[src/slpm_pkg.sv]
// Purpose: Shared constants and carriers for the switch link power manager
// Assumes: 100 MHz core clock, fixed port count
// Notes:   Times are kept in their own unit; cycle counts are derived
package slpm_pkg;

  localparam int          NUM_DN       = 4;
  localparam int          CLK_MHZ      = 100;
  localparam int          HOLDOFF_US   = 10;
  localparam int          HOLDOFF_CYC  = HOLDOFF_US * CLK_MHZ;
  localparam int          HCNT_W       = 10;
  localparam logic [9:0]  HOLDOFF_LOAD = 10'(HOLDOFF_CYC - 1);
  localparam logic [9:0]  HCNT_ZERO    = 10'h000;

  // Upstream L1 negotiation phases
  typedef enum logic [4:0] {
    UL_IDLE = 5'h01,
    UL_REQ  = 5'h02,
    UL_WACK = 5'h04,
    UL_DIR  = 5'h08,
    UL_TXL1 = 5'h10
  } slpm_ul_t;

  // Downstream L1 negotiation phases
  typedef enum logic [3:0] {
    DL_IDLE = 4'h1,
    DL_ACK  = 4'h2,
    DL_WEI  = 4'h4,
    DL_DIR  = 4'h8
  } slpm_dl_t;

  // Downstream turn-off / L2/L3 phases
  typedef enum logic [4:0] {
    DT_RUN   = 5'h01,
    DT_DRAIN = 5'h02,
    DT_WL23  = 5'h04,
    DT_WEI   = 5'h08,
    DT_L23   = 5'h10
  } slpm_dt_t;

  // Per-downstream-port link status inputs
  typedef struct packed {
    logic dl_active;
    logic link_down;
    logic rx_l0s_or_deeper;
    logic aspm_l1_or_deeper;
    logic aspm_l1_exit;
    logic l1_req;
    logic recovery;
    logic retrain_tx;
    logic rx_elec_idle;
    logic tlp_pending;
    logic enter_l23;
    logic pme_to_ack;
    logic enabled;
  } slpm_dn_in_t;

  // Upstream port status inputs
  typedef struct packed {
    logic l1_start;
    logic ack_rx;
    logic phy_tx_l1;
    logic phy_rx_l1;
    logic recovery_tx;
    logic recovery_rx;
    logic retrain;
    logic rx_ei_exit;
    logic turn_off_rx;
    logic tlp_pending;
    logic power_good;
    logic isolated_mode;
  } slpm_up_in_t;

endpackage

[src/slpm_top.sv]
// Purpose: Link power management for one upstream and several downstream ports
// Assumes: All inputs synchronous to CLK_SYS; PHY and DLL handled elsewhere
// Notes:   Ports enter via packed structs; every output is a flop
`timescale 1ns/1ps
module slpm_top (
  input  wire logic                                   CLK_SYS,
  input  wire logic                                   RST,
  input  wire slpm_pkg::slpm_up_in_t                  UP_IN,
  input  wire slpm_pkg::slpm_dn_in_t [slpm_pkg::NUM_DN-1:0] DN_IN,
  output logic                                        UP_L1_REQ_SEND,
  output logic                                        UP_PHY_L1_DIR,
  output logic                                        UP_TX_L1_EXIT,
  output logic                                        UP_L0S_ALLOW,
  output logic                                        UP_L1_ALLOW,
  output logic                                        UP_L1_EXIT,
  output logic                                        UP_TO_ACK_SEND,
  output logic                                        UP_ENTER_L23_SEND,
  output logic                                        UP_L23_READY,
  output logic                                        UP_L3,
  output logic                                        UP_LINK_DOWN,
  output logic                                        BRIDGE_DL_DOWN,
  output logic [slpm_pkg::NUM_DN-1:0]                 DN_ACK_SEND,
  output logic [slpm_pkg::NUM_DN-1:0]                 DN_PHY_L1_DIR,
  output logic [slpm_pkg::NUM_DN-1:0]                 DN_L1_EXIT,
  output logic [slpm_pkg::NUM_DN-1:0]                 DN_PME_MSG_HOLD,
  output logic [slpm_pkg::NUM_DN-1:0]                 DN_TURN_OFF_SEND,
  output logic [slpm_pkg::NUM_DN-1:0]                 DN_L23_ACK_SEND,
  output logic [slpm_pkg::NUM_DN-1:0]                 DN_L23_READY,
  output logic [slpm_pkg::NUM_DN-1:0]                 DN_L3
);

  localparam int N = slpm_pkg::NUM_DN;

  typedef struct packed {
    slpm_pkg::slpm_ul_t                 ul;
    logic [slpm_pkg::HCNT_W-1:0]        uhold;
    logic                               ul_l1req, ul_dir, ul_txexit;
    logic                               l0s_ok, l1_ok, up_l1exit;
    logic                               to_pend, to_ack, l23_send, up_l23, up_l3, up_ld, br_dn;
    logic                               to_done;
    logic [N-1:0]                       acked;
    slpm_pkg::slpm_dl_t  [N-1:0]        dl;
    logic [N-1:0][slpm_pkg::HCNT_W-1:0] dhold;
    slpm_pkg::slpm_dt_t  [N-1:0]        dt;
    logic [N-1:0]                       d_ack, d_dir, d_l1x, d_hold, d_to, d_l23a, d_l23, d_l3;
  } slpm_st_t;

  slpm_st_t st_r;
  slpm_st_t st_nxt;

  // Hold-off counter step, shared by every port
  function automatic logic [slpm_pkg::HCNT_W-1:0] hold_dec(
    input logic [slpm_pkg::HCNT_W-1:0] c);
    hold_dec = (c == slpm_pkg::HCNT_ZERO) ? c : c - 10'h001;
  endfunction

  always_comb begin
    logic all_l0s, all_l1, any_l1x, all_ack, all_l23, up_recov;
    all_l0s  = 1'b1;
    all_l1   = 1'b1;
    any_l1x  = 1'b0;
    all_ack  = 1'b1;
    all_l23  = 1'b1;
    up_recov = UP_IN.recovery_tx | UP_IN.recovery_rx;
    st_nxt   = st_r;

    // Downstream scoreboard summaries
    for (int i = 0; i < N; i++) begin
      if (DN_IN[i].enabled && !DN_IN[i].link_down && !DN_IN[i].rx_l0s_or_deeper) begin
        all_l0s = 1'b0;
      end
      if (!DN_IN[i].link_down && !DN_IN[i].aspm_l1_or_deeper) begin
        all_l1 = 1'b0;
      end
      if (DN_IN[i].aspm_l1_or_deeper && DN_IN[i].aspm_l1_exit) begin
        any_l1x = 1'b1;
      end
      if (DN_IN[i].enabled && !DN_IN[i].link_down && !st_r.acked[i]) begin
        all_ack = 1'b0;
      end
      if (!DN_IN[i].link_down && st_r.dt[i] != slpm_pkg::DT_L23) begin
        all_l23 = 1'b0;
      end
    end

    // Isolated bridging port ignores the transparent ports
    if (UP_IN.isolated_mode) begin
      all_l0s = 1'b1;
      all_l1  = 1'b1;
      any_l1x = 1'b0;
      all_ack = 1'b1;
      all_l23 = 1'b1;
    end
    st_nxt.l0s_ok    = all_l0s;
    st_nxt.l1_ok     = all_l1;
    st_nxt.up_l1exit = any_l1x;

    // Upstream L1 negotiation with recovery interruption
    st_nxt.uhold     = hold_dec(st_r.uhold);
    st_nxt.ul_txexit = 1'b0;
    unique case (st_r.ul)
      slpm_pkg::UL_IDLE: begin
        if (UP_IN.l1_start && all_l1 && st_r.uhold == slpm_pkg::HCNT_ZERO) begin
          st_nxt.ul = slpm_pkg::UL_REQ;
        end
      end
      slpm_pkg::UL_REQ, slpm_pkg::UL_WACK: begin
        if (up_recov) begin
          st_nxt.ul    = slpm_pkg::UL_IDLE;
          st_nxt.uhold = slpm_pkg::HOLDOFF_LOAD;
        end else if (UP_IN.ack_rx) begin
          st_nxt.ul = slpm_pkg::UL_DIR;
        end else begin
          st_nxt.ul = slpm_pkg::UL_WACK;
        end
      end
      slpm_pkg::UL_DIR: begin
        if (up_recov) begin
          st_nxt.ul    = slpm_pkg::UL_IDLE;
          st_nxt.uhold = slpm_pkg::HOLDOFF_LOAD;
        end else if (UP_IN.phy_tx_l1) begin
          st_nxt.ul = slpm_pkg::UL_TXL1;
        end
      end
      slpm_pkg::UL_TXL1: begin
        if (!UP_IN.phy_rx_l1 && (UP_IN.recovery_rx || UP_IN.retrain)) begin
          st_nxt.ul_txexit = 1'b1;
          st_nxt.ul        = slpm_pkg::UL_IDLE;
          st_nxt.uhold     = slpm_pkg::HOLDOFF_LOAD;
        end else if (UP_IN.rx_ei_exit || any_l1x) begin
          st_nxt.ul = slpm_pkg::UL_IDLE;
        end
      end
    endcase
    st_nxt.ul_l1req = (st_nxt.ul == slpm_pkg::UL_REQ) || (st_nxt.ul == slpm_pkg::UL_WACK);
    st_nxt.ul_dir   = (st_nxt.ul == slpm_pkg::UL_DIR) || (st_nxt.ul == slpm_pkg::UL_TXL1);

    // Turn-off handshake at the upstream port
    st_nxt.to_ack = 1'b0;
    if (UP_IN.turn_off_rx) begin
      st_nxt.to_pend = 1'b1;
      st_nxt.to_done = 1'b0;
      st_nxt.acked   = '0;
    end
    for (int i = 0; i < N; i++) begin
      if (DN_IN[i].pme_to_ack) begin
        st_nxt.acked[i] = 1'b1;
      end
    end
    if (st_r.to_pend && !UP_IN.turn_off_rx && all_ack && !UP_IN.tlp_pending) begin
      st_nxt.to_ack  = 1'b1;
      st_nxt.to_pend = 1'b0;
      st_nxt.to_done = 1'b1;
      st_nxt.br_dn   = UP_IN.isolated_mode | st_r.br_dn;
    end
    // Entry waits for the upstream ack, in either mode
    st_nxt.l23_send = !st_r.up_l23 && !st_r.to_pend && st_r.to_done && all_l23;
    if (st_r.l23_send) begin
      st_nxt.up_l23 = 1'b1;
    end
    if (st_r.up_l23 && !UP_IN.power_good) begin
      st_nxt.up_l3 = 1'b1;
    end
    st_nxt.up_ld = 1'b0;
    if (st_r.up_l23 && UP_IN.rx_ei_exit) begin
      st_nxt.up_ld  = 1'b1;
      st_nxt.up_l23 = 1'b0;
      st_nxt.up_l3  = 1'b0;
      st_nxt.br_dn  = 1'b0;
      st_nxt.to_done = 1'b0;
    end

    // Downstream ports
    for (int i = 0; i < N; i++) begin
      logic drecov;
      drecov            = DN_IN[i].recovery;
      st_nxt.dhold[i]   = hold_dec(st_r.dhold[i]);
      st_nxt.d_l1x[i]   = 1'b0;
      unique case (st_r.dl[i])
        slpm_pkg::DL_IDLE: begin
          if (DN_IN[i].l1_req && st_r.dhold[i] == slpm_pkg::HCNT_ZERO) begin
            st_nxt.dl[i] = slpm_pkg::DL_ACK;
          end
        end
        slpm_pkg::DL_ACK, slpm_pkg::DL_WEI: begin
          if (drecov) begin
            st_nxt.dl[i]    = slpm_pkg::DL_IDLE;
            st_nxt.dhold[i] = slpm_pkg::HOLDOFF_LOAD;
          end else if (DN_IN[i].rx_elec_idle) begin
            st_nxt.dl[i] = slpm_pkg::DL_DIR;
          end else begin
            st_nxt.dl[i] = slpm_pkg::DL_WEI;
          end
        end
        slpm_pkg::DL_DIR: begin
          if (DN_IN[i].retrain_tx) begin
            st_nxt.dl[i]    = slpm_pkg::DL_IDLE;
            st_nxt.dhold[i] = slpm_pkg::HOLDOFF_LOAD;
          end else if (st_r.ul == slpm_pkg::UL_TXL1 && UP_IN.rx_ei_exit
                       && !UP_IN.isolated_mode) begin
            st_nxt.dl[i]    = slpm_pkg::DL_IDLE;
            st_nxt.d_l1x[i] = 1'b1;
          end
        end
      endcase
      st_nxt.d_ack[i] = st_nxt.dl[i] == slpm_pkg::DL_ACK || st_nxt.dl[i] == slpm_pkg::DL_WEI;
      st_nxt.d_dir[i] = st_nxt.dl[i] == slpm_pkg::DL_DIR;

      // Turn-off forwarding and L2/L3 entry per port
      st_nxt.d_to[i]   = 1'b0;
      st_nxt.d_l23a[i] = 1'b0;
      unique case (st_r.dt[i])
        slpm_pkg::DT_RUN: begin
          if (UP_IN.turn_off_rx && DN_IN[i].dl_active) begin
            st_nxt.dt[i] = slpm_pkg::DT_DRAIN;
          end
        end
        slpm_pkg::DT_DRAIN: begin
          if (!DN_IN[i].tlp_pending) begin
            st_nxt.d_to[i] = 1'b1;
            st_nxt.dt[i]   = slpm_pkg::DT_WL23;
          end
        end
        slpm_pkg::DT_WL23: begin
          if (DN_IN[i].enter_l23) begin
            st_nxt.d_l23a[i] = 1'b1;
            st_nxt.dt[i]     = slpm_pkg::DT_WEI;
          end
        end
        slpm_pkg::DT_WEI: begin
          if (DN_IN[i].rx_elec_idle) begin
            st_nxt.dt[i] = slpm_pkg::DT_L23;
          end
        end
        slpm_pkg::DT_L23: ; // Held until link down; power loss only flags L3
      endcase
      st_nxt.d_hold[i] = st_nxt.dt[i] != slpm_pkg::DT_RUN;
      st_nxt.d_l23[i]  = st_nxt.dt[i] == slpm_pkg::DT_L23;
      if (st_r.dt[i] == slpm_pkg::DT_L23 && !UP_IN.power_good) begin
        st_nxt.d_l3[i] = 1'b1;
      end
      if (st_r.up_ld || DN_IN[i].link_down) begin
        st_nxt.dt[i]     = slpm_pkg::DT_RUN;
        st_nxt.d_l23[i]  = 1'b0;
        st_nxt.d_hold[i] = 1'b0;
        st_nxt.d_l3[i]   = 1'b0;
      end
    end
  end

  // Single state register
  always_ff @(posedge CLK_SYS) begin
    if (RST) begin
      st_r <= '0;
      st_r.ul <= slpm_pkg::UL_IDLE;
      for (int i = 0; i < N; i++) begin
        st_r.dl[i] <= slpm_pkg::DL_IDLE;
        st_r.dt[i] <= slpm_pkg::DT_RUN;
      end
    end else begin
      st_r <= st_nxt;
    end
  end

  assign UP_L1_REQ_SEND    = st_r.ul_l1req;
  assign UP_PHY_L1_DIR     = st_r.ul_dir;
  assign UP_TX_L1_EXIT     = st_r.ul_txexit;
  assign UP_L0S_ALLOW      = st_r.l0s_ok;
  assign UP_L1_ALLOW       = st_r.l1_ok;
  assign UP_L1_EXIT        = st_r.up_l1exit;
  assign UP_TO_ACK_SEND    = st_r.to_ack;
  assign UP_ENTER_L23_SEND = st_r.l23_send;
  assign UP_L23_READY      = st_r.up_l23;
  assign UP_L3             = st_r.up_l3;
  assign UP_LINK_DOWN      = st_r.up_ld;
  assign BRIDGE_DL_DOWN    = st_r.br_dn;
  assign DN_ACK_SEND       = st_r.d_ack;
  assign DN_PHY_L1_DIR     = st_r.d_dir;
  assign DN_L1_EXIT        = st_r.d_l1x;
  assign DN_PME_MSG_HOLD   = st_r.d_hold;
  assign DN_TURN_OFF_SEND  = st_r.d_to;
  assign DN_L23_ACK_SEND   = st_r.d_l23a;
  assign DN_L23_READY      = st_r.d_l23;
  assign DN_L3             = st_r.d_l3;

  // Checks
  chk_up_recov_idle: assert property (@(posedge CLK_SYS) disable iff (RST)
    (st_r.ul_l1req && UP_IN.recovery_tx) |=> !UP_L1_REQ_SEND[*2])
    else $error("upstream request kept after recovery");
  chk_up_hold_len: assert property (@(posedge CLK_SYS) disable iff (RST)
    (st_r.ul == slpm_pkg::UL_DIR && UP_IN.recovery_rx) |=> st_r.uhold == slpm_pkg::HOLDOFF_LOAD)
    else $error("hold-off not loaded");
  chk_tx_exit: assert property (@(posedge CLK_SYS) disable iff (RST)
    (st_r.ul == slpm_pkg::UL_TXL1 && !UP_IN.phy_rx_l1 && UP_IN.retrain) |=> UP_TX_L1_EXIT)
    else $error("tx did not leave L1");
  chk_dn_recov: assert property (@(posedge CLK_SYS) disable iff (RST)
    (st_r.d_ack[0] && DN_IN[0].recovery) |=> !DN_ACK_SEND[0] && st_r.dhold[0] != slpm_pkg::HCNT_ZERO)
    else $error("downstream ignored recovery");
  chk_to_ack_all: assert property (@(posedge CLK_SYS) disable iff (RST)
    $rose(UP_TO_ACK_SEND) |-> !$past(UP_IN.tlp_pending))
    else $error("ack sent with pending TLPs");
  chk_l23_order: assert property (@(posedge CLK_SYS) disable iff (RST)
    DN_TURN_OFF_SEND[0] |-> $past(!DN_IN[0].tlp_pending))
    else $error("turn-off before drain");
  chk_l3_entry: assert property (@(posedge CLK_SYS) disable iff (RST)
    (UP_L23_READY && !UP_IN.power_good && !UP_IN.rx_ei_exit) |=> UP_L3)
    else $error("L3 not entered");
  chk_l1_allow: assert property (@(posedge CLK_SYS) disable iff (RST)
    (!UP_IN.isolated_mode && !DN_IN[0].link_down && !DN_IN[0].aspm_l1_or_deeper)
    |=> !UP_L1_ALLOW)
    else $error("L1 allowed with active port");
  cov_up_l1: cover property (@(posedge CLK_SYS) st_r.ul == slpm_pkg::UL_TXL1);
  cov_to_ack: cover property (@(posedge CLK_SYS) UP_TO_ACK_SEND);
  cov_l23: cover property (@(posedge CLK_SYS) UP_ENTER_L23_SEND);

endmodule

[config.mk]
export PLATFORM = sky130hd
export DESIGN_NAME = slpm_top
export DESIGN_NICKNAME = d
export VERILOG_FILES = /design/src/slpm_pkg.sv /design/src/slpm_top.sv
export SDC_FILE = /design/constraint.sdc
export NUM_CORES = 1
export LEC_CHECK = 0
export BUFFER_PORTS_ARGS = -buffer_cell sky130_fd_sc_hd__buf_2
export CORE_UTILIZATION = 35
export DETAILED_ROUTE_END_ITERATION = 10
export HOLD_SLACK_MARGIN = 0.06
export RECOVER_POWER = 50
export SYNTH_ARGS = -nofsm -noshare
export SYNTH_HDL_FRONTEND = slang
export SYNTH_SLANG_ARGS = --single-unit
export TNS_END_PERCENT = 50
[constraint.sdc]
create_clock -name CLK_SYS -period 3.3 [get_ports CLK_SYS]
set_input_delay 0.33 -clock CLK_SYS [delete_from_list [all_inputs] [get_ports CLK_SYS]]
set_output_delay 0.33 -clock CLK_SYS [all_outputs]
set_load 0.01 [all_outputs]
-- Word-level counts from Yosys, hierarchy flattened
Cells that the tools add are included.
- logic and storage cells: 381
- output and inout bits: 44
- flip-flop bits (word level): 141
- add/sub/neg operators: 5
- bitwise operators: 15
- equality and inequality tests: 69
- mux-type cells: 115
- reductions and logical operators: 119
- operator list (cell ; count):
    two-way mux 10 bit ; 15
    two-way mux 5 bit ; 23
    one-hot mux 10 bit (2 select lines) ; 5
    one-hot mux 5 bit (4 select lines) ; 5
    two-way mux 4 bit ; 21
    == test 5 bit (second input constant) ; 10
    zero test 10 bit ; 5
    subtractor 10 x 1 -> 10 bit (second input constant) ; 5
    logical AND 1 bit ; 49
    one-hot mux 4 bit (3 select lines) ; 4
    two-way mux 1 bit ; 40
    OR reduction 2 bit ; 20
    == test 4 x 2 -> 1 bit (second input constant) ; 8
    == test 4 x 3 -> 1 bit (second input constant) ; 8
    == test 4 bit (second input constant) ; 8
    == test 5 x 2 -> 1 bit (second input constant) ; 6
    == test 5 x 3 -> 1 bit (second input constant) ; 6
    == test 5 x 4 -> 1 bit (second input constant) ; 6
    == test 5 x 1 -> 1 bit (second input constant) ; 5
    zero test 1 bit ; 23
    != test 5 x 1 -> 1 bit (second input constant) ; 4
    != test 5 bit (second input constant) ; 4
    == test 4 x 1 -> 1 bit (second input constant) ; 4
    OR reduction 3 bit ; 5
    other kinds (6) ; 34

-- Longest topological paths before layout
Gate-level depths: netlist of run 1.
- depth in word-level cells: 13
- depth in mapped cells: 9
- depth with buffers taken out: 8

-- Worst setup path before layout of run 1
OpenSTA, ideal clock, no wires.
- path kind: register to register
- from: reg st_r[65] (netlist name)
- to: reg st_r, in the netlist DN_ACK_SEND[1]
- arrival time: 2.287 ns
- path buffers: 1
- cell stages (with the launch flop): 8
- path slack: 0.952 ns
- setup time: 0.061 ns
- period minus slack after synthesis: 2.348 ns
- cell sequence: dfxtp_1 or4_4 or4b_4 buf_6 o21ai_1 o41ai_1 or3_4 and4bb_1
- longest elaborated chain between the ends: 6
- elaborated cells on any way between the ends: 7
- those cells by class: eq/ne: 2; mux: 2; reduce/logical: 3
- RTL lines (what ; RTL line ; RTL):
    start, declared ; slpm_top.sv:48 ; slpm_st_t st_r;
    start signal, assigned ; slpm_top.sv:261 ; st_r <= st_nxt;
    zero test 10 bit * ; slpm_top.sv:181 ; if (DN_IN[i].l1_req && st_r.dhold[i] == slpm_pkg::HCNT_ZERO) begin
    logical AND 1 bit * ; slpm_top.sv:181 ;
    two-way mux 4 bit * ; slpm_top.sv:181 ;
    one-hot mux 4 bit (3 select lines) * ; slpm_top.sv:179 ; unique case (st_r.dl[i])
    == test 4 x 2 -> 1 bit or == test 4 x 3 -> 1 bit (tied branches) ; slpm_top.sv:206 ; st_nxt.d_ack[i] = st_nxt.dl[i] == slpm_pkg::DL_ACK || st_nxt.dl[i] == slpm_pkg::DL_WEI;
    logical OR 1 bit * ; slpm_top.sv:206 ;
Every way passes the cells marked *; elsewhere a longest branch is shown, timed or not.
A chain may end at the register's enable or synchronous reset.

==> results by group, run 1 <==
Cells and area
  • Fraction of layout cells with a size suffix above 1: 0.122
  • Final nets: 949
  • Final Non-Filler Cells: 1152
  • Fillers: 1910
  • Area grow syn2layout: 15.0%

Clock tree
  • Clk slew on worst S/H paths: 0.06 ns
  • CTS tree: yes
  • Num Clock Sinks: 141
  • CTS Hold Bufs: 0
  • CTS resizes: 0
  • Root Buffer: clkbuf_16
  • H-Tree Level Count: 4
  • Clock Latency Late Sink: 0.42 ns
  • Post-CTS Setup Repair Bufs: 0
  • Clock tree buffer depth: 2
  • CTS Buf Count: 17

Timing
  • Tcrit/Tclk final: 0.798
  • Slew HR: -0.0340
  • Max Clock Skew: 0.00816 ns
  • Final Slew Violations: 77
  • Min Tclk post-route: 2.63 ns
  • Worst hold margin: 0.121 ns
  • Fin. Hold Viols: 0
  • Worst slew pin tran: 1.55 ns
  • Fmax: 380 MHz
  • Setup TNS: 0 ns
  • Unrepaired setup endpoints after global routing: no
  • Final Setup Violations: 0

Pwr
  • Total power per unit cell area: 759 nW/µm²
  • Total net switching power: 1910 µW
  • Clock power frac: 0.329
  • Comb pwr share: 0.294
  • Max rail drop VDD: 0.492 mV
  • Switching share of power: 0.319
  • Internal: 4090 µW
  • Total power: 6000 µW
  • Leakage dissipation: 0.00304 µW
  • Flop pwr share: 0.377

Critical path
  • Worst setup EP type: register
  • WP data arrival: 2.93 ns
  • Startpoint types: primary input
  • CP Cell Sequence: clkbuf_1, clkbuf_2, or3_1, and4b_1
  • CP Depth: 4
  • CP Class: in -> reg
  • Worst R2R Start: st_r[65]$_SDFF_PP0_
  • Buf+Inv Stages, Crit Path: 2
  • Reg-to-Reg End: DN_ACK_SEND[1]$_SDFF_PP0_
  • Flop2flop setup slack: 0.89 ns
  • Max FO, Critical Path: 76
  • Crit-path slowest cell: clkbuf_2
  • R2r worst-path depth: 6
  • Crit-path max cell delay: 1.27 ns
  • Critical Path RT: 3.60 ns
  • Worst path top cell family by delay: buffers and inverters

Global route
  • Vias in the first global route: 5421
  • All-layer global routing usage: 0.163
  • Initial antenna violation count: 3
  • Largest net degree at the start of global routing: 77
  • First-pass GRT wire length: 25.9 mm
  • Grt total ovfl: 0

Logic synthesis
  • Ys async rst share: 0
  • Synth warnings: 0
  • Post-synth EDFFs: 0
  • Synth area leaders: dfxtp_1 41%, a21oi_1 5.7%, nor2_1 5.5%
  • Post-synth top area share: 0.411
  • Syn Std Cell Area: 6870 µm²
  • Synth Register Bits: 141
  • Leading area contributor after synthesis: dfxtp_1
  • Synth top cells by count: 141 x dfxtp_1, 100 x nor2_1, 78 x a21oi_1
  • Net Count, Synth: 888
  • Synth cell types: 73
  • Post-Syn Instances: 817
  • Top-count cell post-synth: dfxtp_1
  • Sequential fraction of the synthesis area: 0.411
  • Top FF cell, synth: dfxtp_1
  • Mean Syn Cell Area: 8.41 µm²

Outcome
  • Violated checks: capacitance limit, slew limit
  • Status: finished with violations

Route
  • Routed WL per cell: 13.7 µm
  • Via count: 5871
  • Pre-antenna DRT Iters: 5
  • DRT iter0 DRCs: 228
  • Detail Route Antenna Nets: 0
  • Post-Route WL: 15.8 mm
  • Post-DR vias/cell: 5.10
  • Drc violations: 0

Worst hold path
  • Hold Crit Class: in -> reg
  • Worst Hold Depth: 3
  • Hold path start: DN_IN[40]
  • Hold Crit Endpoint: st_r[111]$_SDFFE_PP0P_

Run
  • # Max-Cap Violations: 1

Floorplan
  • Starting density of the core: 0.362
  • Core area: 19000 µm²
  • FP Rows: 50
  • Die W: 142 µm
  • Die area: 20200 µm²
  • Io pins: 110
  • Die Ht: 142 µm

Place
  • Final Wtd Congestion: 0.869
  • Post-Place Cells: 1119
  • Port buffer count: 109
  • Hpwl dp: 11.6 mm
[routing by layer]
layer | vias up | share of wire | track usage
met5 | - | 0.00082 | 0
met2 | 127 | 0.45 | 0.255
met1 | 2710 | 0.47 | 0.205
met3 | 22 | 0.052 | 0.0454
li1 | 3010 | - | -
met4 | 2 | 0.020 | 0.0764
[power groups by stage]
stage	sequential, µW	combinational (µW)	clock [µW]
after floorplan	2200	1550	0
after global placement	2290	1750	0
after detailed placement	2290	1770	0
after CTS	2260	1780	2010
after global routing	2310	2010	2100
final	2260	1770	1970
[worst reg2reg max path, delay by kind of cell (launching register included)]
family	cells	cell delay, ns
compound gates	3	0.65
flops	1	0.35
simple gates	3	1.36
[flip-flops by register name, indices dropped and copies added (netlist names), 4 cells and up]
name              count
DN_PME_MSG_HOLD       4
DN_L3                 4
DN_L1_EXIT            4
st_r                 97
DN_PHY_L1_DIR         4
DN_ACK_SEND           4
DN_TURN_OFF_SEND      4
DN_L23_READY          4
DN_L23_ACK_SEND       4
[cell usage in the layout (no fill, tap or decap), types with 8 or more instances in the layout]
master,netlist,layout
nand2_1,35,35
nor2_1,100,100
a31oi_1,13,13
a21oi_1,78,78
nand3_1,12,12
nor2b_1,19,19
clkbuf_1,31,50
o21ai_0,28,28
o22ai_1,10,10
nor4_1,15,15
nand3b_1,14,14
and3_1,11,11
dfxtp_1,141,141
clkbuf_16,0,17
nand2b_1,26,26
xor2_1,17,17
buf_2,0,61
nor3b_1,16,16
xnor2_1,26,26
nor4b_1,8,8
or3_1,13,13
nor3_1,38,38
inv_1,24,24
[layout make-up]
class / instances / area, µm² / share of cell area
multi-input combinational: 583 / 3550 / 0.449
sequential: 141 / 2820 / 0.357
timing repair buffer: 111 / 498 / 0.0630
clock buffer: 22 / 474 / 0.0600
tap: 260 / 325 / 0.0412
clock inverter: 9 / 135 / 0.0171
inverter: 24 / 90.1 / 0.0114
antenna: 2 / 5.00 / 0.000633
[worst max-delay path by stage]
| stage | start | end | slack (ns) |
|---|---|---|---|
| floorplan | st_r[65]$_SDFF_PP0_ | DN_ACK_SEND[1]$_SDFF_PP0_ | 0.95 |
| global placement | st_r[65]$_SDFF_PP0_ | DN_ACK_SEND[1]$_SDFF_PP0_ | 0.94 |
| detailed placement | st_r[65]$_SDFF_PP0_ | DN_ACK_SEND[1]$_SDFF_PP0_ | 0.88 |
| CTS | st_r[65]$_SDFF_PP0_ | DN_ACK_SEND[1]$_SDFF_PP0_ | 0.88 |
| global route | RST | UP_L1_REQ_SEND$_SDFF_PP0_ | 0.40 |
| finish | RST | UP_L1_REQ_SEND$_SDFF_PP0_ | 0.67 |
[logic make-up after synthesis]
family	Yosys count	synth area share
multiplexers	8	0.0118
XOR/XNOR	43	0.0548
flip-flops	141	0.411
AND/OR/NAND/NOR	349	0.284
AO/OA/AOI/OAI	178	0.157
adder cells (fa/ha/maj)	5	0.00911
buffers and inverters	93	0.0721
[through the flow]
stage | util | setup WS (ns) | area [µm²]
after floorplan | - | 0.952 | 6870
after global placement | 0.388 | 0.940 | 7360
after detailed placement | 0.388 | 0.879 | 7360
after CTS | 0.421 | 0.879 | 7970
after global routing | 0.417 | 0.404 | 7900
final | 0.417 | 0.668 | 7900
Note: power is estimated with default switching activity, not from simulation.
==> run 2: changes to the inputs <==
Clock period 3.3 ns to 2.2 ns, I/O delays scaled along.
==> results by group, run 2 (same netlist as run 1, synthesis figures left out) <==
Clock tree
  • Clock tree buffer depth: 2
  • CTS Buf Count: 17
  • Num Clock Sinks: 141
  • CTS tree: yes
  • Clock Latency Late Sink: 0.42 ns
  • Root Buffer: clkbuf_16
  • H-Tree Level Count: 4
  • Clk slew on worst S/H paths: 0.06 ns

Run
  • # Max-Cap Violations: 0

Critical path
  • CP Class: reg -> reg
  • Buf+Inv Stages, Crit Path: 0
  • CP Cell Sequence: or4_4, or4b_4, o22a_1, o21bai_4, a22oi_2, and4bb_1
  • Worst path top cell family by delay: simple AND/OR/NAND/NOR gates
  • Reg-to-Reg End: DN_ACK_SEND[1]$_SDFF_PP0_
  • Worst setup EP type: register
  • Crit-path max cell delay: 0.54 ns
  • R2r worst-path depth: 6
  • Startpoint types: register
  • Critical Path RT: 2.57 ns
  • Crit-path slowest cell: or4_4
  • Max FO, Critical Path: 3
  • WP data arrival: 2.61 ns
  • Worst R2R Start: st_r[68]$_SDFF_PP0_
  • Flop2flop setup slack: -0.05 ns

Timing
  • Fin. Hold Viols: 0
  • Fmax: 445 MHz
  • Worst slew pin tran: 0.767 ns
  • Worst setup margin: -0.0451 ns
  • Tcrit/Tclk final: 1.02
  • Final Slew Violations: 0
  • Slew HR: 0.482
  • Final Setup Violations: 2
  • Unrepaired setup endpoints after global routing: yes
  • Max Clock Skew: 0.0108 ns
  • Min Tclk post-route: 2.25 ns

Floorplan
  • Die area: 20200 µm²
  • Io pins: 110
  • Starting density of the core: 0.362
  • Die W: 142 µm
  • FP Rows: 50
  • Core area: 19000 µm²
  • Die Ht: 142 µm

Global route
  • Initial antenna violation count: 1
  • Vias in the first global route: 5663
  • Grt total ovfl: 0
  • Largest net degree at the start of global routing: 77
  • All-layer global routing usage: 0.173
  • First-pass GRT wire length: 27.5 mm

Worst hold path
  • Hold Crit Endpoint: DN_TURN_OFF_SEND[0]$_SDFF_PP0_
  • Worst Hold Depth: 3
  • Hold Crit Class: in -> reg
  • Hold path start: DN_IN[3]

Pwr
  • Leakage dissipation: 0.00322 µW
  • Total power: 9360 µW
  • Total power per unit cell area: 1140 nW/µm²
  • Max rail drop VDD: 0.650 mV

Route
  • Via count: 6058
  • DRT iter0 DRCs: 370
  • Detail Route Antenna Nets: 0
  • Routed WL per cell: 14.1 µm
  • Pre-antenna DRT Iters: 5
  • Drc violations: 0
  • Post-Route WL: 16.7 mm
  • Post-DR vias/cell: 5.13

Outcome
  • Violated checks: setup timing
  • Status: finished with violations

Cells and area
  • Most flops, register: st_r
  • Fraction of layout cells with a size suffix above 1: 0.164
  • Final Non-Filler Cells: 1181
  • Final nets: 979
  • Commonest non-fill, non-tap cell in the layout: dfxtp_1
  • Most frequent cells in the layout: 140 x dfxtp_1, 100 x nor2_1, 76 x a21oi_1
  • Area grow syn2layout: 19.9%
  • Largest register FFs: 97
  • # diodes: 0
  • Final Util: 0.434

Place
  • Post-Place Cells: 1143
  • Port buffer count: 109
  • Final Wtd Congestion: 0.844
  • Hpwl dp: 12.2 mm
## run 2: cell types whose count changed in the layout (fill, tap and decap cells not counted), sizes merged
cell,delta
buf,+26
clkbuf,-3
clkinv,+4
clkinvlp,-1
diode,-2
dlygate4sd3,+6
inv,-1
## run 2: metal layers
layer	up-vias	part of all wire	track usage	wire, µm
met5	-	0.00078	0	13
met4	2	0.016	0.0736	272
met3	22	0.053	0.0508	883
met2	130	0.46	0.271	7740
met1	2843	0.47	0.221	7750
li1	3061	-	-	-
## run 2: what timing repair did
| action | CTS | global route |
|---|---|---|
| pin swaps | 0 | 0 |
| buffers inserted | 0 | 0 |
| resized for setup | 0 | 15 |
| hold buffers | 6 | 0 |
| hold endpoints to repair | 6 | 0 |
| setup endpoints to repair | 2 | 15 |
## run 2: final cells by class
type	instances	area [µm²]
clock inverter	11	139
clock buffer	21	480
timing repair buffer	141	749
sequential	141	2820
multi-input combinational	583	3630
inverter	24	90.1
fill	1899	10700
tap	260	325
## run 2: metrics by stage
stage	hold WS [ns]	TNS [ns]	setup WS (ns)	instance area [µm²]
final	0.0982	-0.0452	-0.0451	8230
after CTS	0.0787	-0.0397	-0.0376	8220
after global routing	0.103	-0.257	-0.126	8230
after floorplan	0.299	-0.0588	-0.0588	6870
after global placement	0.428	0	0.0127	7540
after detailed placement	0.438	-0.0250	-0.0250	7540
## run 2: worst min-delay path, delay by kind of cell
kind | cells | cell delay [ns]
and+or+nand+nor | 2 | 0.16
buffers and inverters | 1 | 0.09
## run 2: power by group
| part | switching [µW] | leakage, µW | internal (µW) |
|---|---|---|---|
| logic | 1500 | 0.00176 | 1490 |
| registers | 400 | 0.00115 | 2980 |
| clock network | 1090 | 0.000305 | 1890 |
## run 2: worst max-delay path by stage
stage	from	end	slack (ns)	depth (start not counted)
6_report	st_r[68]$_SDFF_PP0_	DN_ACK_SEND[1]$_SDFF_PP0_	-0.05	6
5_1_grt	st_r[68]$_SDFF_PP0_	DN_ACK_SEND[1]$_SDFF_PP0_	-0.13	6
4_1_cts	st_r[68]$_SDFF_PP0_	DN_ACK_SEND[1]$_SDFF_PP0_	-0.04	6
3_5_place_dp	st_r[68]$_SDFF_PP0_	DN_ACK_SEND[1]$_SDFF_PP0_	-0.02	6
3_3_place_gp	st_r[68]$_SDFF_PP0_	DN_ACK_SEND[1]$_SDFF_PP0_	0.01	6
2_1_floorplan	st_r[68]$_SDFF_PP0_	DN_ACK_SEND[1]$_SDFF_PP0_	-0.06	7
